==> config.mk <==
export PLATFORM = sky130hd
export DESIGN_NAME = codec_i2c_control_regs
export DESIGN_NICKNAME = d
export VERILOG_FILES = /design/src/logic/codec_ctl_pkg.sv /design/src/logic/timing_reset_delay.sv /design/src/logic/i2c_edge_detect.sv /design/src/logic/codec_i2c_control_regs.sv
export VERILOG_INCLUDE_DIRS = /design/src /design/src/logic
export SDC_FILE = /design/constraint.sdc
export NUM_CORES = 1
export LEC_CHECK = 0
export BUFFER_PORTS_ARGS = -buffer_cell sky130_fd_sc_hd__buf_2
export CAP_MARGIN = 20
export CORE_ASPECT_RATIO = 1.1
export CORE_UTILIZATION = 60
export CTS_CLUSTER_SIZE = 12
export DETAILED_ROUTE_END_ITERATION = 10
export PLACE_DENSITY = 0.81
export SLEW_MARGIN = 15
export SYNTH_ARGS = -nofsm -noshare
export SYNTH_HDL_FRONTEND = slang
export SYNTH_SLANG_ARGS = --single-unit
export TNS_END_PERCENT = 5
==> constraint.sdc <==
create_clock -name CORE_CLK -period 6.4 [get_ports CORE_CLK]
set_input_delay 0.64 -clock CORE_CLK [delete_from_list [all_inputs] [get_ports CORE_CLK]]
set_output_delay 0.64 -clock CORE_CLK [all_outputs]
set_load 0.05 [all_outputs]
==> src/logic/codec_ctl_cfg.svh <==
// constants for the codec serial control port
`ifndef CODEC_CTL_CFG_SVH
`define CODEC_CTL_CFG_SVH
`define DEV_ADDR_ID       5'h1A  // arbitrary value
`define CHIP_ADDR_BITS    2'h2
`define REG_COUNT         6
`define WRITE_LAST_ADDR   5'h05
`define READ_LAST_ADDR    5'h0D
`define ADDR_RESET_AND_MUTE 5'h00
`define ADDR_POWER_SPEED    5'h01
`define ADDR_FORMAT         5'h02
`define ADDR_DEEMPH         5'h03
`define ADDR_CLOCK          5'h04
`define ADDR_INSEL          5'h05
`define RST_R0            8'h01
`define RST_R1            8'h70
`define RST_R2            8'h0F
`define RST_R3            8'h50
`define RST_R4            8'h00
`define RST_R5            8'h10
`define MASK_R0           8'h07
`define MASK_R1           8'h77
`define MASK_R2           8'h0F
`define MASK_R3           8'hF0
`define MASK_R4           8'h77
`define MASK_R5           8'h7F
`define BIT_TIMING_RST    0
`define BIT_UNMUTE_A      1
`define BIT_UNMUTE_B      2
`define BIT_PORTB_AUTO    2
`define BIT_ADC_PWR       4
`define BIT_DACA_PWR      5
`define BIT_DACB_PWR      6
`define BIT_PORTA_AUTO    6
`define SAMPLE_RATE_HZ    48000
`define CLK_HZ            50000000
`define FS_CYCLES         (`CLK_HZ / `SAMPLE_RATE_HZ)
`define TIMING_RST_FS     4
`endif

==> src/logic/codec_ctl_pkg.sv <==
// types for the codec serial control port
package codec_ctl_pkg;
  typedef enum logic [2:0] {
    ST_IDLE  = 3'b000,
    ST_ADDR  = 3'b001,
    ST_ACK   = 3'b010,
    ST_RX    = 3'b011,
    ST_TX    = 3'b100,
    ST_TXACK = 3'b101
  } i2c_state_t;
  typedef enum logic [1:0] {
    PH_DEV  = 2'b00,
    PH_REG  = 2'b01,
    PH_DATA = 2'b10
  } byte_phase_t;
endpackage

==> src/logic/timing_reset_delay.sv <==
// delays the clearing of the codec timing reset by a few sample periods
`timescale 1ns/1ps
`include "codec_ctl_cfg.svh"
module timing_reset_delay
  import codec_ctl_pkg::*;
#(
  parameter int FS_CYC = `FS_CYCLES,
  parameter int N_FS   = `TIMING_RST_FS
) (
  // clock and reset
  input  wire logic clk,
  input  wire logic rst,
  // control
  input  wire logic req_n,
  output logic      int_n
);
  localparam int CNT_MAX = FS_CYC * N_FS;
  initial if (CNT_MAX < 1 || CNT_MAX > 65535) $error("bad delay");
  typedef struct packed {
    logic [15:0] cnt;
    logic        out_n;
  } st_t;
  st_t s_r, s_nxt;
  always_comb begin
    s_nxt = s_r;
    if (req_n) begin
      s_nxt.cnt   = 16'h0000;
      s_nxt.out_n = 1'b1;
    end else if (s_r.out_n) begin
      // clearing takes effect only after the sample-period delay
      if (s_r.cnt == 16'(CNT_MAX - 1)) s_nxt.out_n = 1'b0;
      else s_nxt.cnt = s_r.cnt + 16'h0001;
    end
  end
  always_ff @(posedge clk) begin
    if (rst) s_r <= '{cnt: 16'h0000, out_n: 1'b1};
    else s_r <= s_nxt;
  end
  assign int_n = s_r.out_n;
  delay_len_a: assert property (@(posedge clk) disable iff (rst)
    $fell(s_r.out_n) |-> !$past(req_n) && $past(s_r.cnt) == 16'(CNT_MAX - 1))
    else $error("timing reset fell before its delay");
  release_fast_a: assert property (@(posedge clk) disable iff (rst)
    req_n |=> s_r.out_n)
    else $error("timing reset not released");
endmodule

==> src/logic/i2c_edge_detect.sv <==
// samples the serial pins and flags clock edges, start and stop
`timescale 1ns/1ps
module i2c_edge_detect (
  // clock and reset
  input  wire logic clk,
  input  wire logic rst,
  // pins
  input  wire logic scl,
  input  wire logic sda,
  // events
  output logic      scl_rise,
  output logic      scl_fall,
  output logic      start,
  output logic      stop,
  output logic      sda_now
);
  typedef struct packed {
    logic scl_d;
    logic sda_d;
  } st_t;
  st_t s_r, s_nxt;
  always_comb begin
    s_nxt.scl_d = scl;
    s_nxt.sda_d = sda;
  end
  always_ff @(posedge clk) begin
    if (rst) s_r <= '{scl_d: 1'b1, sda_d: 1'b1};
    else s_r <= s_nxt;
  end
  assign scl_rise = scl & ~s_r.scl_d;
  assign scl_fall = ~scl & s_r.scl_d;
  // sda moving while scl stays high is a start or stop
  assign start    = scl & s_r.scl_d & s_r.sda_d & ~sda;
  assign stop     = scl & s_r.scl_d & ~s_r.sda_d & sda;
  assign sda_now  = sda;
endmodule

==> src/logic/codec_i2c_control_regs.sv <==
// serial control port slave and control register bank of the codec
`timescale 1ns/1ps
`include "codec_ctl_cfg.svh"
module codec_i2c_control_regs
  import codec_ctl_pkg::*;
#(
  parameter logic [4:0] ID_CODE = `DEV_ADDR_ID  // arbitrary value
) (
  // clock and reset
  input  wire logic       CORE_CLK,
  input  wire logic       RST,
  // serial control pins
  input  wire logic       SCL,
  input  wire logic       SDA_IN,
  output logic            SDA_OUT,
  output logic            SDA_OE,
  // device pins
  input  wire logic       POWERDOWN_PIN_N,
  input  wire logic       DAC_A_UNMUTE_PIN,
  input  wire logic       DAC_B_UNMUTE_PIN,
  input  wire logic       PORT_A_CLK_DETECT,
  input  wire logic       PORT_B_CLK_DETECT,
  // controls to the codec
  output logic            CODEC_TIMING_RESET_N,
  output logic            DAC_A_MUTED,
  output logic            DAC_B_MUTED,
  output logic            ADC_POWER_ON,
  output logic            DAC_A_POWER_ON,
  output logic            DAC_B_POWER_ON,
  output logic            PORT_A_SPEED_HI,
  output logic            PORT_B_SPEED_HI,
  output logic [1:0]      PORT_A_SPEED_SEL,
  output logic [1:0]      PORT_B_SPEED_SEL,
  output logic [3:0]      PORT_FORMAT_SEL,
  output logic [3:0]      DAC_DEEMPH_SEL,
  output logic [2:0]      PORT_A_MASTER_CLK_SEL,
  output logic [2:0]      MUTE_CLOCK_SRC_SEL,
  output logic [3:0]      ADC_INPUT_SEL
);
  localparam logic [6:0] MY_ADDR = {ID_CODE, `CHIP_ADDR_BITS};
  initial if (`REG_COUNT != 6) $error("register count mismatch");

  function automatic logic [7:0] reg_mask(input logic [4:0] a);
    case (a)
      5'h00:   reg_mask = `MASK_R0;
      5'h01:   reg_mask = `MASK_R1;
      5'h02:   reg_mask = `MASK_R2;
      5'h03:   reg_mask = `MASK_R3;
      5'h04:   reg_mask = `MASK_R4;
      5'h05:   reg_mask = `MASK_R5;
      default: reg_mask = 8'h00;
    endcase
  endfunction

  function automatic logic [4:0] next_addr(input logic [4:0] a, input logic [4:0] last);
    next_addr = (a >= last) ? 5'h00 : a + 5'h01;
  endfunction

  // ----------------------------------------
  // pin event detection
  // ----------------------------------------
  logic scl_rise, scl_fall, start_ev, stop_ev, sda_s;
  i2c_edge_detect u_edge (
    .clk      (CORE_CLK),
    .rst      (RST),
    .scl      (SCL),
    .sda      (SDA_IN),
    .scl_rise (scl_rise),
    .scl_fall (scl_fall),
    .start    (start_ev),
    .stop     (stop_ev),
    .sda_now  (sda_s)
  );

  // ----------------------------------------
  // state
  // ----------------------------------------
  typedef struct packed {
    i2c_state_t  st;
    byte_phase_t ph;
    logic        rd;
    logic [2:0]  bitc;
    logic [7:0]  sh;
    logic [4:0]  addr;
    logic        oe;
    logic [7:0]  r0;
    logic [7:0]  r1;
    logic [7:0]  r2;
    logic [7:0]  r3;
    logic [7:0]  r4;
    logic [7:0]  r5;
    logic [14:0] outs;
  } st_t;
  st_t s_r, s_nxt;

  function automatic logic [7:0] rd_data(input st_t s);
    logic [7:0] v;
    v = 8'h00;
    case (s.addr)
      5'h00:   v = s.r0;
      5'h01:   v = s.r1;
      5'h02:   v = s.r2;
      5'h03:   v = s.r3;
      5'h04:   v = s.r4;
      5'h05:   v = s.r5;
      default: v = 8'h00;
    endcase
    rd_data = v & reg_mask(s.addr);
  endfunction

  logic timing_int_n;
  timing_reset_delay u_trst (
    .clk   (CORE_CLK),
    .rst   (RST),
    .req_n (s_r.r0[`BIT_TIMING_RST]),
    .int_n (timing_int_n)
  );

  // ----------------------------------------
  // protocol engine
  // ----------------------------------------
  always_comb begin
    logic [7:0] byte_in;
    logic [7:0] wdat;
    logic [7:0] rdv;
    byte_in = {s_r.sh[6:0], sda_s};
    wdat    = 8'h00;
    rdv     = rd_data(s_r);
    s_nxt   = s_r;
    case (s_r.st)
      ST_IDLE: s_nxt.oe = 1'b0;
      ST_ADDR, ST_RX: begin
        if (scl_rise) begin
          s_nxt.sh   = byte_in;
          s_nxt.bitc = s_r.bitc + 3'h1;
          if (s_r.bitc == 3'h7) s_nxt.st = ST_ACK;
        end
      end
      ST_ACK: begin
        if (scl_fall && !s_r.oe) begin
          s_nxt.oe = 1'b1;
          if (s_r.ph == PH_DEV) begin
            if (s_r.sh[7:1] != MY_ADDR) begin
              s_nxt.oe = 1'b0;
              s_nxt.st = ST_IDLE;
            end else s_nxt.rd = s_r.sh[0];
          end else if (s_r.ph == PH_REG) begin
            s_nxt.addr = {s_r.sh[4:0]};
          end else begin
            // only a full byte reaches here
            wdat = s_r.sh & reg_mask(s_r.addr);
            case (s_r.addr)
              5'h00:   s_nxt.r0 = wdat;
              5'h01:   s_nxt.r1 = wdat;
              5'h02:   s_nxt.r2 = wdat;
              5'h03:   s_nxt.r3 = wdat;
              5'h04:   s_nxt.r4 = wdat;
              5'h05:   s_nxt.r5 = wdat;
              default: wdat = 8'h00;
            endcase
            s_nxt.addr = next_addr(s_r.addr, `WRITE_LAST_ADDR);
          end
        end else if (scl_fall && s_r.oe) begin
          s_nxt.bitc = 3'h0;
          if (s_r.ph == PH_DEV && s_r.rd) begin
            s_nxt.st = ST_TX;
            s_nxt.sh = rdv;
            s_nxt.oe = !rdv[7];
          end else begin
            s_nxt.oe = 1'b0;
            s_nxt.st = ST_RX;
            s_nxt.ph = (s_r.ph == PH_DEV) ? PH_REG : PH_DATA;
          end
        end
      end
      ST_TX: begin
        if (scl_fall) begin
          s_nxt.bitc = s_r.bitc + 3'h1;
          s_nxt.sh   = {s_r.sh[6:0], 1'b0};
          if (s_r.bitc == 3'h7) begin
            s_nxt.oe   = 1'b0;
            s_nxt.st   = ST_TXACK;
            s_nxt.addr = next_addr(s_r.addr, `READ_LAST_ADDR);
          end else s_nxt.oe = !s_r.sh[6];
        end
      end
      ST_TXACK: begin
        if (scl_rise) begin
          if (sda_s) s_nxt.st = ST_IDLE;
          else s_nxt.bitc = 3'h0;
        end else if (scl_fall) begin
          s_nxt.st = ST_TX;
          s_nxt.sh = rdv;
          s_nxt.oe = !rdv[7];
        end
      end
      default: s_nxt.st = ST_IDLE;
    endcase
    if (start_ev) begin
      s_nxt.st   = ST_ADDR;
      s_nxt.ph   = PH_DEV;
      s_nxt.bitc = 3'h0;
      s_nxt.oe   = 1'b0;
    end else if (stop_ev) begin
      s_nxt.st = ST_IDLE;
      s_nxt.oe = 1'b0;
    end
    if (!POWERDOWN_PIN_N) begin
      s_nxt.r0 = `RST_R0;
      s_nxt.r1 = `RST_R1;
      s_nxt.r2 = `RST_R2;
      s_nxt.r3 = `RST_R3;
      s_nxt.r4 = `RST_R4;
      s_nxt.r5 = `RST_R5;
    end
    s_nxt.outs[0] = timing_int_n;
    s_nxt.outs[1] = ~(DAC_A_UNMUTE_PIN & s_r.r0[`BIT_UNMUTE_A]);
    s_nxt.outs[2] = ~(DAC_B_UNMUTE_PIN & s_r.r0[`BIT_UNMUTE_B]);
    s_nxt.outs[3] = s_r.r1[`BIT_ADC_PWR];
    s_nxt.outs[4] = s_r.r1[`BIT_DACA_PWR];
    s_nxt.outs[5] = s_r.r1[`BIT_DACB_PWR];
    // auto mode follows the detected clock rate instead of the speed bits
    s_nxt.outs[6] = s_r.r4[`BIT_PORTA_AUTO] ? PORT_A_CLK_DETECT : s_r.r4[5];
    s_nxt.outs[7] = s_r.r1[`BIT_PORTB_AUTO] ? PORT_B_CLK_DETECT : s_r.r1[1];
    s_nxt.outs[8] = 1'b0;
    s_nxt.outs[14:9] = 6'h00;
  end

  always_ff @(posedge CORE_CLK) begin
    if (RST) begin
      s_r <= '{st: ST_IDLE, ph: PH_DEV, rd: 1'b0, bitc: 3'h0, sh: 8'h00,
               addr: 5'h00, oe: 1'b0, r0: `RST_R0, r1: `RST_R1, r2: `RST_R2,
               r3: `RST_R3, r4: `RST_R4, r5: `RST_R5, outs: 15'h003F};
    end else begin
      s_r <= s_nxt;
    end
  end

  // ----------------------------------------
  // outputs
  // ----------------------------------------
  // open drain: only ever pulls low
  assign SDA_OUT               = 1'b0;
  assign SDA_OE                = s_r.oe;
  assign CODEC_TIMING_RESET_N  = s_r.outs[0];
  assign DAC_A_MUTED           = s_r.outs[1];
  assign DAC_B_MUTED           = s_r.outs[2];
  assign ADC_POWER_ON          = s_r.outs[3];
  assign DAC_A_POWER_ON        = s_r.outs[4];
  assign DAC_B_POWER_ON        = s_r.outs[5];
  assign PORT_A_SPEED_HI       = s_r.outs[6];
  assign PORT_B_SPEED_HI       = s_r.outs[7];
  assign PORT_A_SPEED_SEL      = s_r.r4[5:4];
  assign PORT_B_SPEED_SEL      = s_r.r1[1:0];
  assign PORT_FORMAT_SEL       = s_r.r2[3:0];
  assign DAC_DEEMPH_SEL        = s_r.r3[7:4];
  assign PORT_A_MASTER_CLK_SEL = s_r.r4[2:0];
  assign MUTE_CLOCK_SRC_SEL    = s_r.r5[6:4];
  assign ADC_INPUT_SEL         = s_r.r5[3:0];

  // ----------------------------------------
  // checks
  // ----------------------------------------
  addr_nack_a: assert property (@(posedge CORE_CLK) disable iff (RST)
    (s_r.st == ST_ACK && s_r.ph == PH_DEV && s_r.sh[7:1] != MY_ADDR && scl_fall
     && !start_ev && !stop_ev) |=> !s_r.oe)
    else $error("acked foreign address");
  write_wrap_a: assert property (@(posedge CORE_CLK) disable iff (RST)
    (s_r.st == ST_ACK && s_r.ph == PH_DATA && scl_fall && !s_r.oe && !start_ev
     && !stop_ev && s_r.addr == `WRITE_LAST_ADDR) |=> s_r.addr == 5'h00)
    else $error("write counter did not wrap");
  read_wrap_a: assert property (@(posedge CORE_CLK) disable iff (RST)
    (s_r.st == ST_TX && scl_fall && s_r.bitc == 3'h7 && !start_ev && !stop_ev
     && s_r.addr == `READ_LAST_ADDR) |=> s_r.addr == 5'h00)
    else $error("read counter did not wrap");
  pdn_defaults_a: assert property (@(posedge CORE_CLK) disable iff (RST)
    !POWERDOWN_PIN_N |=> s_r.r0 == `RST_R0 && s_r.r1 == `RST_R1)
    else $error("registers not defaulted");
  mute_pin_a: assert property (@(posedge CORE_CLK) disable iff (RST)
    !DAC_A_UNMUTE_PIN |=> DAC_A_MUTED)
    else $error("dac a unmuted with pin low");
  fixed_zero_a: assert property (@(posedge CORE_CLK) disable iff (RST)
    POWERDOWN_PIN_N |-> (s_r.r0 & ~`MASK_R0) == 8'h00)
    else $error("fixed zero bit set");
  release_ack_a: assert property (@(posedge CORE_CLK) disable iff (RST)
    s_r.st == ST_TXACK |-> !s_r.oe)
    else $error("data line held during master ack");
  power_map_a: assert property (@(posedge CORE_CLK) disable iff (RST)
    ##1 ADC_POWER_ON == $past(s_r.r1[`BIT_ADC_PWR]))
    else $error("adc power does not follow register");
  read_cov_c: cover property (@(posedge CORE_CLK) s_r.st == ST_TX);
  write_cov_c: cover property (@(posedge CORE_CLK) s_r.st == ST_RX && s_r.ph == PH_DATA);
  wrap_cov_c: cover property (@(posedge CORE_CLK) s_r.st == ST_TXACK && s_r.addr == 5'h00);
endmodule

# After elaboration in Yosys (flattened, before gate mapping)
# Index checks and enable logic that the tools add are counted.
dict set report op_classes {
  n_addsub 3
  magnitude_cmp 2
  n_eq_ne 42
  muxes 53
  bitwise 25
  reduce_logical 33
}
# operator n
set ops {}
lappend ops {{8-bit 2-to-1 mux} 7}
lappend ops {{8-bit case mux with 6 select lines} 1}
lappend ops {{11-bit case mux with 4 select lines} 1}
lappend ops {{8-bit case mux with 5 select lines} 1}
lappend ops {{5-bit AND reduction} 8}
lappend ops {{3-bit 2-to-1 mux} 13}
lappend ops {{5-bit 2-to-1 mux} 7}
lappend ops {{11-bit 2-to-1 mux} 3}
lappend ops {{2-bit inequality test, second input constant} 13}
lappend ops {{5-bit inequality test, second input constant} 5}
lappend ops {{10-bit AND reduction} 2}
lappend ops {{3-bit inequality test, second input constant} 6}
lappend ops {{17-bit 2-to-1 mux} 1}
lappend ops {{16-bit by 1-bit adder with 16-bit output, second input constant} 1}
lappend ops {{8-bit bitwise AND} 2}
lappend ops {{16-bit by 13-bit equality test with 1-bit output, second input constant} 1}
lappend ops {{4-bit inequality test, second input constant} 4}
lappend ops {{3-bit case mux with 5 select lines} 1}
lappend ops {{1-bit 2-to-1 mux} 14}
lappend ops {{1-bit inverter} 14}
lappend ops {{5-bit by 2-bit equality test with 1-bit output, second input constant} 2}
lappend ops {{5-bit by 3-bit equality test with 1-bit output, second input constant} 2}
lappend ops {{5-bit case mux with 2 select lines} 1}
lappend ops {{2-bit OR reduction} 5}
lappend ops {{other kinds (25)} 43}
dict set report totals {
  reg_bits 98
  inputBits 9
  output_inout_bits 32
  elab_cells 177
}

# Logic depth before layout (Yosys ltp)
# Gate-level depths: netlist (run 1).
dict set report depth {
  ltp_word 9
  ltp_mapped 9
  ltp_nobuf 7
}

# Cells and area by module
# From an unflattened synthesis (run 1), not the netlist that was laid out.
dict set report unflattened {
  hier_cells 566
  hier_area_um2 5038.6
}
# mod n_inst cells_per_inst area_per_inst_um2 seq_area_each_um2
set modules_own_cells {}
lappend modules_own_cells {codec_i2c_control_regs 1 469 4144.0 1581.5}
lappend modules_own_cells {timing_reset_delay 1 88 802.0 340.3}
lappend modules_own_cells {i2c_edge_detect 1 9 92.6 40.0}

# Worst setup path before layout (run 1)
# OpenSTA, ideal clock, no wires.
dict set report synth_timing {
  path_kind {input port to flip-flop}
  start {input port SCL}
  end {register s_r, in the netlist DAC_DEEMPH_SEL[0]}
  setup_time_ns 0.128
  arrival_time_ns 2.109
  required_ns 6.272
  slack_ns 4.163
  cell_stages 8
  n_path_buf 1
  cell_sequence {inv_1 -> ha_1 -> clkbuf_8 -> nor2b_1 -> nand3_2 -> nor2_2 -> mux2i_1 -> nand2_1}
}
dict set report synth_via {
  elab_chain_len 4
}
# item line_no
set synth_rtl {}
lappend synth_rtl {{from (decl)} codec_i2c_control_regs.sv:13} ;# input wire logic SCL,
lappend synth_rtl {{1-bit inverter} i2c_edge_detect.sv:31} ;# assign scl_fall = ~scl & s_r.scl_d;
lappend synth_rtl {{1-bit bitwise AND} i2c_edge_detect.sv:31}
lappend synth_rtl {{1-bit logical AND} codec_i2c_control_regs.sv:140} ;# if (scl_fall && !s_r.oe) begin
lappend synth_rtl {{5-bit AND reduction (no line)} --}
lappend synth_rtl {{to (signal assigned)} codec_i2c_control_regs.sv:231} ;# s_r <= '{st: ST_IDLE, ph: PH_DEV, rd: 1'b0, bitc: 3'h0, sh: 8'h00,
lappend synth_rtl {{to (signal assigned)} codec_i2c_control_regs.sv:235} ;# s_r <= s_nxt;
lappend synth_rtl {{to (decl)} codec_i2c_control_regs.sv:94} ;# st_t s_r, s_nxt;
# No other way between the ends.
# A chain may end at the register's enable or synchronous reset.

# Worst setup path after layout (run 1)
dict set report layout_timing {
  start {register s_r[65] in the netlist's numbering}
  end {register s_r, in the netlist MUTE_CLOCK_SRC_SEL[1]}
}
dict set report layout_via {
  elab_chain_len 8
  elab_cells_between_ends 14
  cone_classes {5 x eq/ne; 5 x mux; 1 x bitwise; 3 x reduce/logical}
}
# item line_no
set layout_rtl {}
lappend layout_rtl {{5-bit by 1-bit equality test with 1-bit output / 5-bit by 3-bit equality test with 1-bit output (equally long branches)} codec_i2c_control_regs.sv:44} ;# case (a)
lappend layout_rtl {{2-bit OR reduction (no line)} --}
lappend layout_rtl {{8-bit case mux with 5 select lines} codec_i2c_control_regs.sv:44}
lappend layout_rtl {{8-bit 2-to-1 mux} codec_i2c_control_regs.sv:147} ;# end else if (s_r.ph == PH_REG) begin
lappend layout_rtl {{8-bit 2-to-1 mux} codec_i2c_control_regs.sv:142} ;# if (s_r.ph == PH_DEV) begin
lappend layout_rtl {{8-bit 2-to-1 mux} codec_i2c_control_regs.sv:140}
lappend layout_rtl {{8-bit 2-to-1 mux} codec_i2c_control_regs.sv:130} ;# case (s_r.st)
lappend layout_rtl {{8-bit bitwise AND} codec_i2c_control_regs.sv:151} ;# wdat = s_r.sh & reg_mask(s_r.addr);
# Several ways; a longest one is shown, not always the timed one. The select of a mux whose other input is x is not followed.

==> results of run 1 <==
[kinds of logic (layout without fill, tap and decap cells)]
kind of cell / after synthesis / in the layout
xor gates and xnor gates: 14 / 14
AOI/OAI and AO/OA: 124 / 124
DFF: 98 / 98
adders and majority gates: 11 / 11
other: 1 / 1
muxes: 43 / 43
and+or+nand+nor: 218 / 218
buffers and inverters: 62 / 65
[how the worst max path moves through the flow]
stage               startpoint  slack, ps  depth (start not counted)                    end
finish                 s_r[65]       3830                          6  MUTE_CLOCK_SRC_SEL[1]
global placement           SCL       3640                          8                s_r[68]
detailed placement         SCL       3540                          8                s_r[68]
CTS                    s_r[66]       3820                          4     PORT_FORMAT_SEL[1]
global route           s_r[65]       3630                          6       ADC_INPUT_SEL[1]
floorplan                  SCL       4160                          8      DAC_DEEMPH_SEL[0]
[layout by cell type (no fill, tap or decap), types with 6 or more instances in the layout]
cell | netlist | final
mux2_2 | 9 | 9
nand3_1 | 16 | 16
mux2i_1 | 34 | 34
a211oi_1 | 14 | 14
ha_1 | 10 | 10
nor2b_1 | 10 | 10
buf_2 | 4 | 39
nand2_1 | 41 | 41
a21oi_1 | 30 | 30
a22oi_1 | 10 | 10
nor2_1 | 68 | 68
o21ai_0 | 15 | 15
clkbuf_8 | 5 | 9
or2_2 | 8 | 8
nand4_1 | 8 | 8
and2_1 | 10 | 10
nand2b_1 | 8 | 8
nand3b_1 | 9 | 9
a31oi_1 | 6 | 6
dfxtp_1 | 98 | 98
inv_1 | 8 | 8
xor2_1 | 9 | 9
[per-stage QoR]
stage          utilization (%)  setup slack [ps]  hold slack, ps  cells  instance area (sq um)
5_1_grt                   64.0              3630             452    685                   5350
3_5_place_dp              61.5              3540             435    668                   5140
4_1_cts                   63.8              3820             445    684                   5340
2_1_floorplan                -              4160             394    571                   5190
3_3_place_gp              61.5              3640             417    668                   5140
6_report                  64.0              3830             448    685                   5350
[synthesized netlist by cell type (9+ instances only)]
library cell  number  share of area (%)
a22oi_1           10                1.4
and2_1            10                1.2
a21oi_1           30                2.9
clkbuf_1          14                1.0
nand3b_1           9                1.3
nor2_1            68                4.9
a211oi_1          14                2.0
mux2i_1           34                6.6
dfxtp_1           98                 38
o21ai_0           15                1.4
nand3_1           16                1.5
nand2_1           41                3.0
nor2b_1           10                1.2
buf_4             24                3.5
ha_1              10                2.4
mux2_2             9                2.0
xor2_1             9                1.5
[per-layer routing]
metal	GRT usage (%)	up-vias
li1	-	2035
met1	34.0	2029
met2	45.2	175
met3	3.44	41
met4	16.4	0
met5	0	-
[sequential cells by signal, indices dropped and copies added (netlist names), 2 cells and up]
name	flops
s_r	45
u_trst.s_r	16
ADC_INPUT_SEL	4
DAC_DEEMPH_SEL	4
PORT_FORMAT_SEL	4
MUTE_CLOCK_SRC_SEL	3
PORT_A_MASTER_CLK_SEL	3
s_nxt	3
PORT_A_SPEED_SEL	2
PORT_B_SPEED_SEL	2
u_edge.s_r	2
[worst reg2reg max path, cell delays in order, from the launching register on]
cell and delay (ps):
dfxtp_1 390, inv_1 140, ha_1 650, nand3_1 450
nor2_1 590, nand2_1 110, a21oi_1 170
[layout make-up]
class                   count  area (sq um)  area share (%)
clock buffers              11           131            2.45
clock inverters             5          62.6            1.17
inverters                   8          30.0           0.561
multi-input cells         411          2820            52.7
flip-flops and latches     98          1960            36.6
well taps                 111           139            2.59
repair buffers             41           210            3.93
[power by group through the flow]
| stage | Sequential (W) | Combinational (W) | Clock (W) |
|---|---|---|---|
| floorplan | 0.000629 | 0.0000359 | 0 |
| global placement | 0.000635 | 0.0000367 | 0 |
| detailed placement | 0.000635 | 0.0000375 | 0 |
| CTS | 0.000621 | 0.0000377 | 0.000410 |
| global route | 0.000622 | 0.0000420 | 0.000434 |
| finish | 0.000621 | 0.0000388 | 0.000404 |
==> results.py, run 1 <==
metrics = {
    "timing": {
        "worst_slew_pin_slew_ps": 1090,
        "fin_crit_sh_pct": 40.1,
        "rsz0062_at_grt": "no",
        "fin_skew_ps": 15.5,
        "fin_crit_ps": 2570,
        "slew_violations": 0,
        "fmax_mhz": 390,
        "final_hold_viol_count": 0,
        "max_slew_margin_pct": 27.1,
        "tns_ps": 0,
        "finalSetupViolations": 0,
    },
    "synthesis": {
        "synth_warnings": 0,
        "synthMuxAreaShare_pct": 8.51,
        "synth-simple-area-share_pct": 23.3,
        "avgSynthCellArea_sq_um": 9.09,
        "synth_top_family_by_area": "simple AND/OR/NAND/NOR gates",
        "yosysUniqueCellTypes": 84,
        "synth-seq-cells": 98,
        "synth-main-ff-cell": "dfxtp_1",
        "yosysSeqAreaShare_pct": 37.8,
        "synth_edf_count": 0,
        "synth_compound_gate_area_share_pct": 17.4,
        "synth_nets": 590,
        "post_synth_xor_area_fraction_pct": 2.36,
        "synth-async-reset-ratio_pct": 0,
        "synth_cells": 571,
        "syn-cell-area_sq_mm": 0.00519,
        "synth_fa_ha_area_share_pct": 2.60,
    },
    "clock_tree": {
        "clk_latency_ps": 370,
        "path_clk_slew_ps": 100,
        "cts_tree": "done",
        "clockBufferDepth": 2,
        "numCtsBuffers": 9,
        "postCtsHoldBufs": 0,
        "clockRootBuffer": "clkbuf_8",
        "post-cts-setup-buffers": 0,
        "htree_levels": 3,
        "cts.sinks": 98,
        "cts_repair_resize_count": 0,
    },
    "route": {
        "wl_met2_um": 5620,
        "route.met3.wl_um": 678,
        "drtPass1Iterations": 5,
        "drt_iter0_markers": 267,
        "drc": 0,
        "wirelength_um": 12000,
        "dr.max_layer_used": "met4",
        "via_per_inst": 6.25,
        "vias": 4280,
        "wire_per_inst_um": 17.5,
        "drtAntennaViolNets": 0,
        "wl_met1_um": 5140,
    },
    "pwr": {
        "seq_power_share_pct": 58.4,
        "intPower_w": 0.000809,
        "netSwitchingFraction_pct": 23.9,
        "peakVddDrop_mv": 0.122,
        "comb_power_share_pct": 3.6,
        "p_total_w": 0.00106,
        "p_leak_nw": 1.96,
        "p_clk_share_pct": 38.0,
        "net-switching-power_w": 0.000255,
        "power_density_mw_per_mm2": 199,
    },
    "global_route": {
        "groute.usage.overall_pct": 27.3,
        "antenna_found_initial": 0,
        "grt_overflow": 0,
        "grt_max_degree": 36,
        "grt_pass1_wl_um": 19800,
        "grt_pass1_vias": 4026,
    },
    "setup_path": {
        "reg2regPathDepth": 6,
        "r2r-end": "MUTE_CLOCK_SRC_SEL[1]",
        "critPathLaunchType": "flop",
        "worstPathMaxFanout": 20,
        "crit_family": "simple AND/OR/NAND/NOR gates",
        "cp_num_buf_inv": 1,
        "r2r-start": "s_r[65]",
        "slowest_delay_ps": 650,
        "crit_chain": "inv_1 > ha_1 > nand3_1 > nor2_1 > nand2_1 > a21oi_1",
        "cp.arrival_ps": 2870,
        "worstSetupEndpointType": "flop",
        "worstPathRequired_ps": 6700,
        "crit_type": "flop to flop",
        "slowest_stage": "ha_1",
        "rrSetupSlack_ps": 3830,
    },
    "floorplanning": {
        "fp.dieArea_sq_mm": 0.00902,
        "ioPinCount": 41,
        "core-area_sq_mm": 0.00836,
        "rows": 35,
        "start_util_pct": 62.0,
        "die_h_um": 99.5,
        "fp.dieW_um": 90.7,
    },
    "place": {
        "portBuffers": 39,
        "post-dp-hpwl_um": 8420,
        "gp_congestion": 0.963,
    },
    "final_layout": {
        "antenna_cells": 0,
        "n_fill_cell": 717,
        "syn_to_final_growth_pct": 3.18,
        "drive_gt1_share_pct": 16.9,
        "nNetsFinal": 588,
    },
    "min_path": {
        "min_path_cells": 2,
        "hp-start": "DAC_A_UNMUTE_PIN",
        "whs_endpoint": "DAC_A_MUTED",
        "hp-class": "primary input to flop",
    },
    "run": {
        "maxCapViolCount": 0,
    },
    "outcome": {
        "run_status": "finished clean",
    },
}
Power figures use the tool's default switching activity.
==> inputs of run 2 (changes only) <==
Clock period 6.4 ns to 2.45 ns, I/O delays scaled along.
==> run 2 against run 1 <==
Global-route usage grew 2.1 points. Non-clock buffer count increased by 16. Flip-flop and latch count is the same. Combinational power grew to 2.9 times the previous value. Worst setup slack lost 3600 ps. Critical path depth is 1 higher. Critical path type unchanged.
==> results.py, run 2 (synthesis results as in run 1) <==
metrics = {
    "outcome": {
        "run_status": "finished clean",
    },
    "pwr": {
        "seq_power_share_pct": 58.2,
        "comb_power_share_pct": 4.1,
        "peakVddDrop_mv": 0.336,
        "intPower_w": 0.00212,
        "power_density_mw_per_mm2": 509,
        "p_clk_share_pct": 37.8,
        "p_leak_nw": 2.04,
        "net-switching-power_w": 0.000664,
        "netSwitchingFraction_pct": 23.9,
    },
    "timing": {
        "worst_slew_pin_slew_ps": 726,
        "finalSetupViolations": 0,
        "fmax_mhz": 454,
        "fin_crit_ps": 2200,
        "holdWs_ps": 63.1,
        "fin_crit_sh_pct": 89.9,
        "setup_ws_ps": 247,
        "final_hold_viol_count": 0,
        "max_slew_margin_pct": 51.6,
        "slew_violations": 0,
        "rsz0062_at_grt": "no",
        "fin_skew_ps": 9.24,
        "tns_ps": 0,
    },
    "final_layout": {
        "most-common-layout-cells": "dfxtp_1 (98), nor2_1 (68), nand2_1 (41)",
        "final_util_pct": 65.4,
        "syn_to_final_growth_pct": 5.35,
        "layout_commonest_cell": "dfxtp_1",
        "final_area_sq_mm": 0.00547,
        "top_register": "s_r",
        "n_fill_cell": 720,
        "nNetsFinal": 604,
        "top_regs": "s_r x45, u_trst.s_r x16",
        "largest_register_ff_count": 45,
        "drive_gt1_share_pct": 19.0,
        "antenna_cells": 0,
    },
    "setup_path": {
        "worstPathMaxFanout": 6,
        "r2r-start": "u_edge.s_r[1]",
        "critPathLaunchType": "flop",
        "reg2regPathDepth": 7,
        "crit_start": "u_edge.s_r[1]",
        "cp.arrival_ps": 2470,
        "crit_type": "flop to flop",
        "crit_end": "s_r[83]",
        "worstPathRequired_ps": 2720,
        "rrSetupSlack_ps": 250,
        "worstSetupEndpointType": "flop",
        "r2r-end": "s_r[83]",
    },
    "floorplanning": {
        "die_h_um": 99.5,
        "rows": 35,
        "fp.dieArea_sq_mm": 0.00902,
        "ioPinCount": 41,
        "start_util_pct": 62.0,
        "fp.dieW_um": 90.7,
        "core-area_sq_mm": 0.00836,
    },
    "clock_tree": {
        "numCtsBuffers": 9,
        "clockRootBuffer": "clkbuf_8",
        "post-cts-setup-buffers": 0,
        "htree_levels": 3,
        "cts.sinks": 98,
        "cts_repair_resize_count": 0,
        "path_clk_slew_ps": 90,
        "postCtsHoldBufs": 0,
        "clockBufferDepth": 2,
        "cts_tree": "done",
        "clk_latency_ps": 370,
    },
    "place": {
        "dp_slack_ps": 274,
        "portBuffers": 39,
        "dpl_cell_area_sq_mm": 0.00527,
        "gp_congestion": 0.941,
        "post-dp-hpwl_um": 9170,
    },
    "global_route": {
        "grt_overflow": 0,
        "groute.usage.overall_pct": 29.4,
        "antenna_found_initial": 0,
        "grt_max_degree": 36,
        "grt_pass1_wl_um": 21000,
        "grt_pass1_vias": 4216,
    },
    "run": {
        "maxCapViolCount": 0,
    },
    "route": {
        "wire_per_inst_um": 18.0,
        "wirelength_um": 12600,
        "vias": 4384,
        "via_per_inst": 6.25,
        "drtPass1Iterations": 7,
        "drc": 0,
        "drt_iter0_markers": 281,
        "drtAntennaViolNets": 0,
    },
    "min_path": {
        "hp-class": "primary input to flop",
    },
}
## run 2: cell count changes in the layout (fill, tap and decap cells not counted)
cell,before,now
buf_4,2,18
o32ai_1,0,1
o32ai_2,1,0
## run 2: worst min path at each step
stage,to,startpoint,slack (ps),depth (start not counted)
after floorplan,DAC_A_MUTED,DAC_A_UNMUTE_PIN,330,1
after global placement,s_r[30],s_r[30],420,2
after detailed placement,s_r[22],s_r[22],420,2
after CTS,DAC_B_MUTED,DAC_B_UNMUTE_PIN,60,2
after global routing,DAC_B_MUTED,DAC_B_UNMUTE_PIN,50,2
final,DAC_A_MUTED,DAC_A_UNMUTE_PIN,60,2
## run 2: critical path: stages (launching register included)
cell and delay [ps]:
dfxtp_1 370, inv_1 60, ha_1 240, nor2b_1 170, o311a_1 310, nor4_2 520, o2111ai_1 240, o211a_1 190
## run 2: power by group through the flow
stage          registers [W]   logic, W  clock network (W)
2_1_floorplan        0.00164  0.0000938                  0
4_1_cts              0.00162   0.000112            0.00107
3_5_place_dp         0.00165   0.000112                  0
6_report             0.00162   0.000113            0.00105
5_1_grt              0.00162   0.000124            0.00113
3_3_place_gp         0.00165   0.000110                  0
## run 2: final cells by class
| class | instances | area [sq um] | area share, % |
|---|---|---|---|
| clock buffer | 11 | 131 | 2.40 |
| clock inverter | 5 | 62.6 | 1.14 |
| inverter | 8 | 30.0 | 0.549 |
| multi-input combinational | 411 | 2810 | 51.4 |
| sequential | 98 | 1960 | 35.9 |
| tap | 111 | 139 | 2.54 |
| timing repair buffer | 57 | 330 | 6.04 |
## run 2: per-layer routing
layer | wire length (um) | global-route usage (%) | up-vias
li1 | - | - | 2074
met1 | 5260 | 36.3 | 2098
met2 | 6120 | 48.8 | 166
met3 | 688 | 5.20 | 46
met4 | 581 | 16.1 | 0
met5 | 0 | 0 | -
## run 2: per-stage QoR
step,instances,power [W]
finish,701,0.00278
global placement,685,0.00176
CTS,701,0.00280
detailed placement,685,0.00177
global route,701,0.00287
floorplan,571,0.00174
==> inputs of run 3 (changes only) <==
Settings changed: CAP_MARGIN 20 to 30, CORE_UTILIZATION 60 to 32, PLACE_DENSITY 0.81 to 0.49.
==> run 3 against run 2 <==
Fmax is 2.1% lower. First-iteration DRC count is 17% lower. Count of clock-buffer cells in the layout is 2 lower. Power is 14% higher. Core utilization is 29 points lower. Non-clock buffer count is 3 higher.
==> results.py, run 3 (synthesis results as in run 1) <==
metrics = {
    "setup_path": {
        "critPathLaunchType": "flop",
        "worstPathMaxFanout": 16,
        "worstPathRequired_ps": 2710,
        "cp.arrival_ps": 2510,
        "worstSetupEndpointType": "flop",
        "crit_type": "flop to flop",
    },
    "clock_tree": {
        "cts.sinks": 98,
        "clockBufferDepth": 2,
        "numCtsBuffers": 9,
        "cts_tree": "done",
        "post-cts-setup-buffers": 0,
        "clk_latency_ps": 360,
        "htree_levels": 3,
        "clockRootBuffer": "clkbuf_16",
        "path_clk_slew_ps": 70,
        "postCtsHoldBufs": 0,
    },
    "floorplanning": {
        "ioPinCount": 41,
        "fp.dieArea_sq_mm": 0.0167,
        "core-area_sq_mm": 0.0158,
        "fp.dieW_um": 123,
        "start_util_pct": 32.9,
        "die_h_um": 136,
        "rows": 48,
    },
    "final_layout": {
        "n_fill_cell": 1636,
        "nNetsFinal": 607,
        "syn_to_final_growth_pct": 10.3,
        "layout_commonest_cell": "dfxtp_1",
        "antenna_cells": 0,
        "drive_gt1_share_pct": 20.1,
        "most-common-layout-cells": "dfxtp_1 (98), nor2_1 (68), nand2_1 (41)",
        "top_regs": "s_r x45, u_trst.s_r x16",
        "final_util_pct": 36.2,
        "top_register": "s_r",
        "largest_register_ff_count": 45,
    },
    "pwr": {
        "p_total_w": 0.00316,
        "p_leak_nw": 2.12,
        "peakVddDrop_mv": 0.300,
        "power_density_mw_per_mm2": 552,
    },
    "min_path": {
        "hp-class": "primary input to flop",
    },
    "timing": {
        "fin_skew_ps": 9.08,
        "fmax_mhz": 444,
        "tns_ps": 0,
        "worst_slew_pin_slew_ps": 782,
        "finalSetupViolations": 0,
        "max_slew_margin_pct": 47.8,
        "holdWs_ps": 67.9,
        "slew_violations": 0,
        "fin_crit_sh_pct": 91.9,
        "rsz0062_at_grt": "no",
        "final_hold_viol_count": 0,
        "fin_crit_ps": 2250,
    },
    "route": {
        "wire_per_inst_um": 17.6,
        "wirelength_um": 14000,
        "vias": 4214,
        "drtAntennaViolNets": 0,
        "drtPass1Iterations": 5,
        "drc": 0,
        "via_per_inst": 5.31,
        "drt_iter0_markers": 234,
    },
    "global_route": {
        "antenna_found_initial": 0,
        "grt_overflow": 0,
        "groute.usage.overall_pct": 17.8,
        "grt_max_degree": 36,
        "grt_pass1_vias": 4074,
        "grt_pass1_wl_um": 22400,
    },
    "run": {
        "maxCapViolCount": 0,
    },
    "place": {
        "portBuffers": 39,
        "post-dp-hpwl_um": 10200,
        "gp_congestion": 0.868,
    },
    "outcome": {
        "run_status": "finished clean",
    },
}
## run 3: changes by cell type in the layout (fill, tap and decap cells not counted), sizes merged
| cell | change |
|---|---|
| inv | +2 |
| buf | +3 |
| clkbuf | -2 |
| clkinv | +3 |
| bufinv | -1 |
| clkinvlp | -2 |
## run 3: worst max-delay path, stage by stage (launching register included)
cell	delay [ps]
dfxtp_1	440
nor3b_4	500
nand3_1	350
a31oi_4	510
nor2_1	90
a311oi_1	260
## run 3: metal layers
metal | routed length, um | vias up | GRT usage [%]
li1 | - | 2085 | -
met1 | 6570 | 1975 | 23.9
met2 | 6290 | 128 | 26.5
met3 | 671 | 26 | 4.00
met4 | 430 | 0 | 8.70
met5 | 0 | - | 0
## run 3: where the power goes
group / switching, W / total, W / internal, W
Sequential: 0.0000177 / 0.00162 / 0.00160
Clock: 0.000706 / 0.00143 / 0.000721
Combinational: 0.0000750 / 0.000118 / 0.0000425
## run 3: area by class of cell
| cell class | count | area (sq um) | share of cell area, % |
|---|---|---|---|
| inverters | 8 | 30.0 | 0.525 |
| multi-input cells | 411 | 2830 | 49.4 |
| clock inverters | 7 | 73.8 | 1.29 |
| repair buffers | 60 | 353 | 6.17 |
| clock buffers | 9 | 225 | 3.94 |
| flip-flops and latches | 98 | 1960 | 34.3 |
| well taps | 200 | 250 | 4.37 |
## run 3: what timing repair did
item,4_1_cts,5_1_grt
gates resized for setup,0,3
hold endpoints to repair,0,0
endpoints found under the setup margin,0,8
## run 3: worst paths after layout
kind                    startpoint     endpoint  slack, ps  cells after the start
hold / removal    DAC_B_UNMUTE_PIN  DAC_B_MUTED         70                      2
setup / recovery           s_r[85]      s_r[71]        200                      5
setup reg to reg           s_r[85]      s_r[71]        200                      5
hold reg to reg            s_r[30]      s_r[30]        440                      2
## run 3: per-stage QoR
| step | worst slack (ps) | instance area (sq um) | std cells |
|---|---|---|---|
| after floorplan | 296 | 5190 | 571 |
| after global placement | 67.2 | 5400 | 776 |
| after detailed placement | 32.2 | 5410 | 777 |
| after CTS | 7.14 | 5710 | 793 |
| after global routing | 40.5 | 5720 | 793 |
| final | 198 | 5720 | 793 |
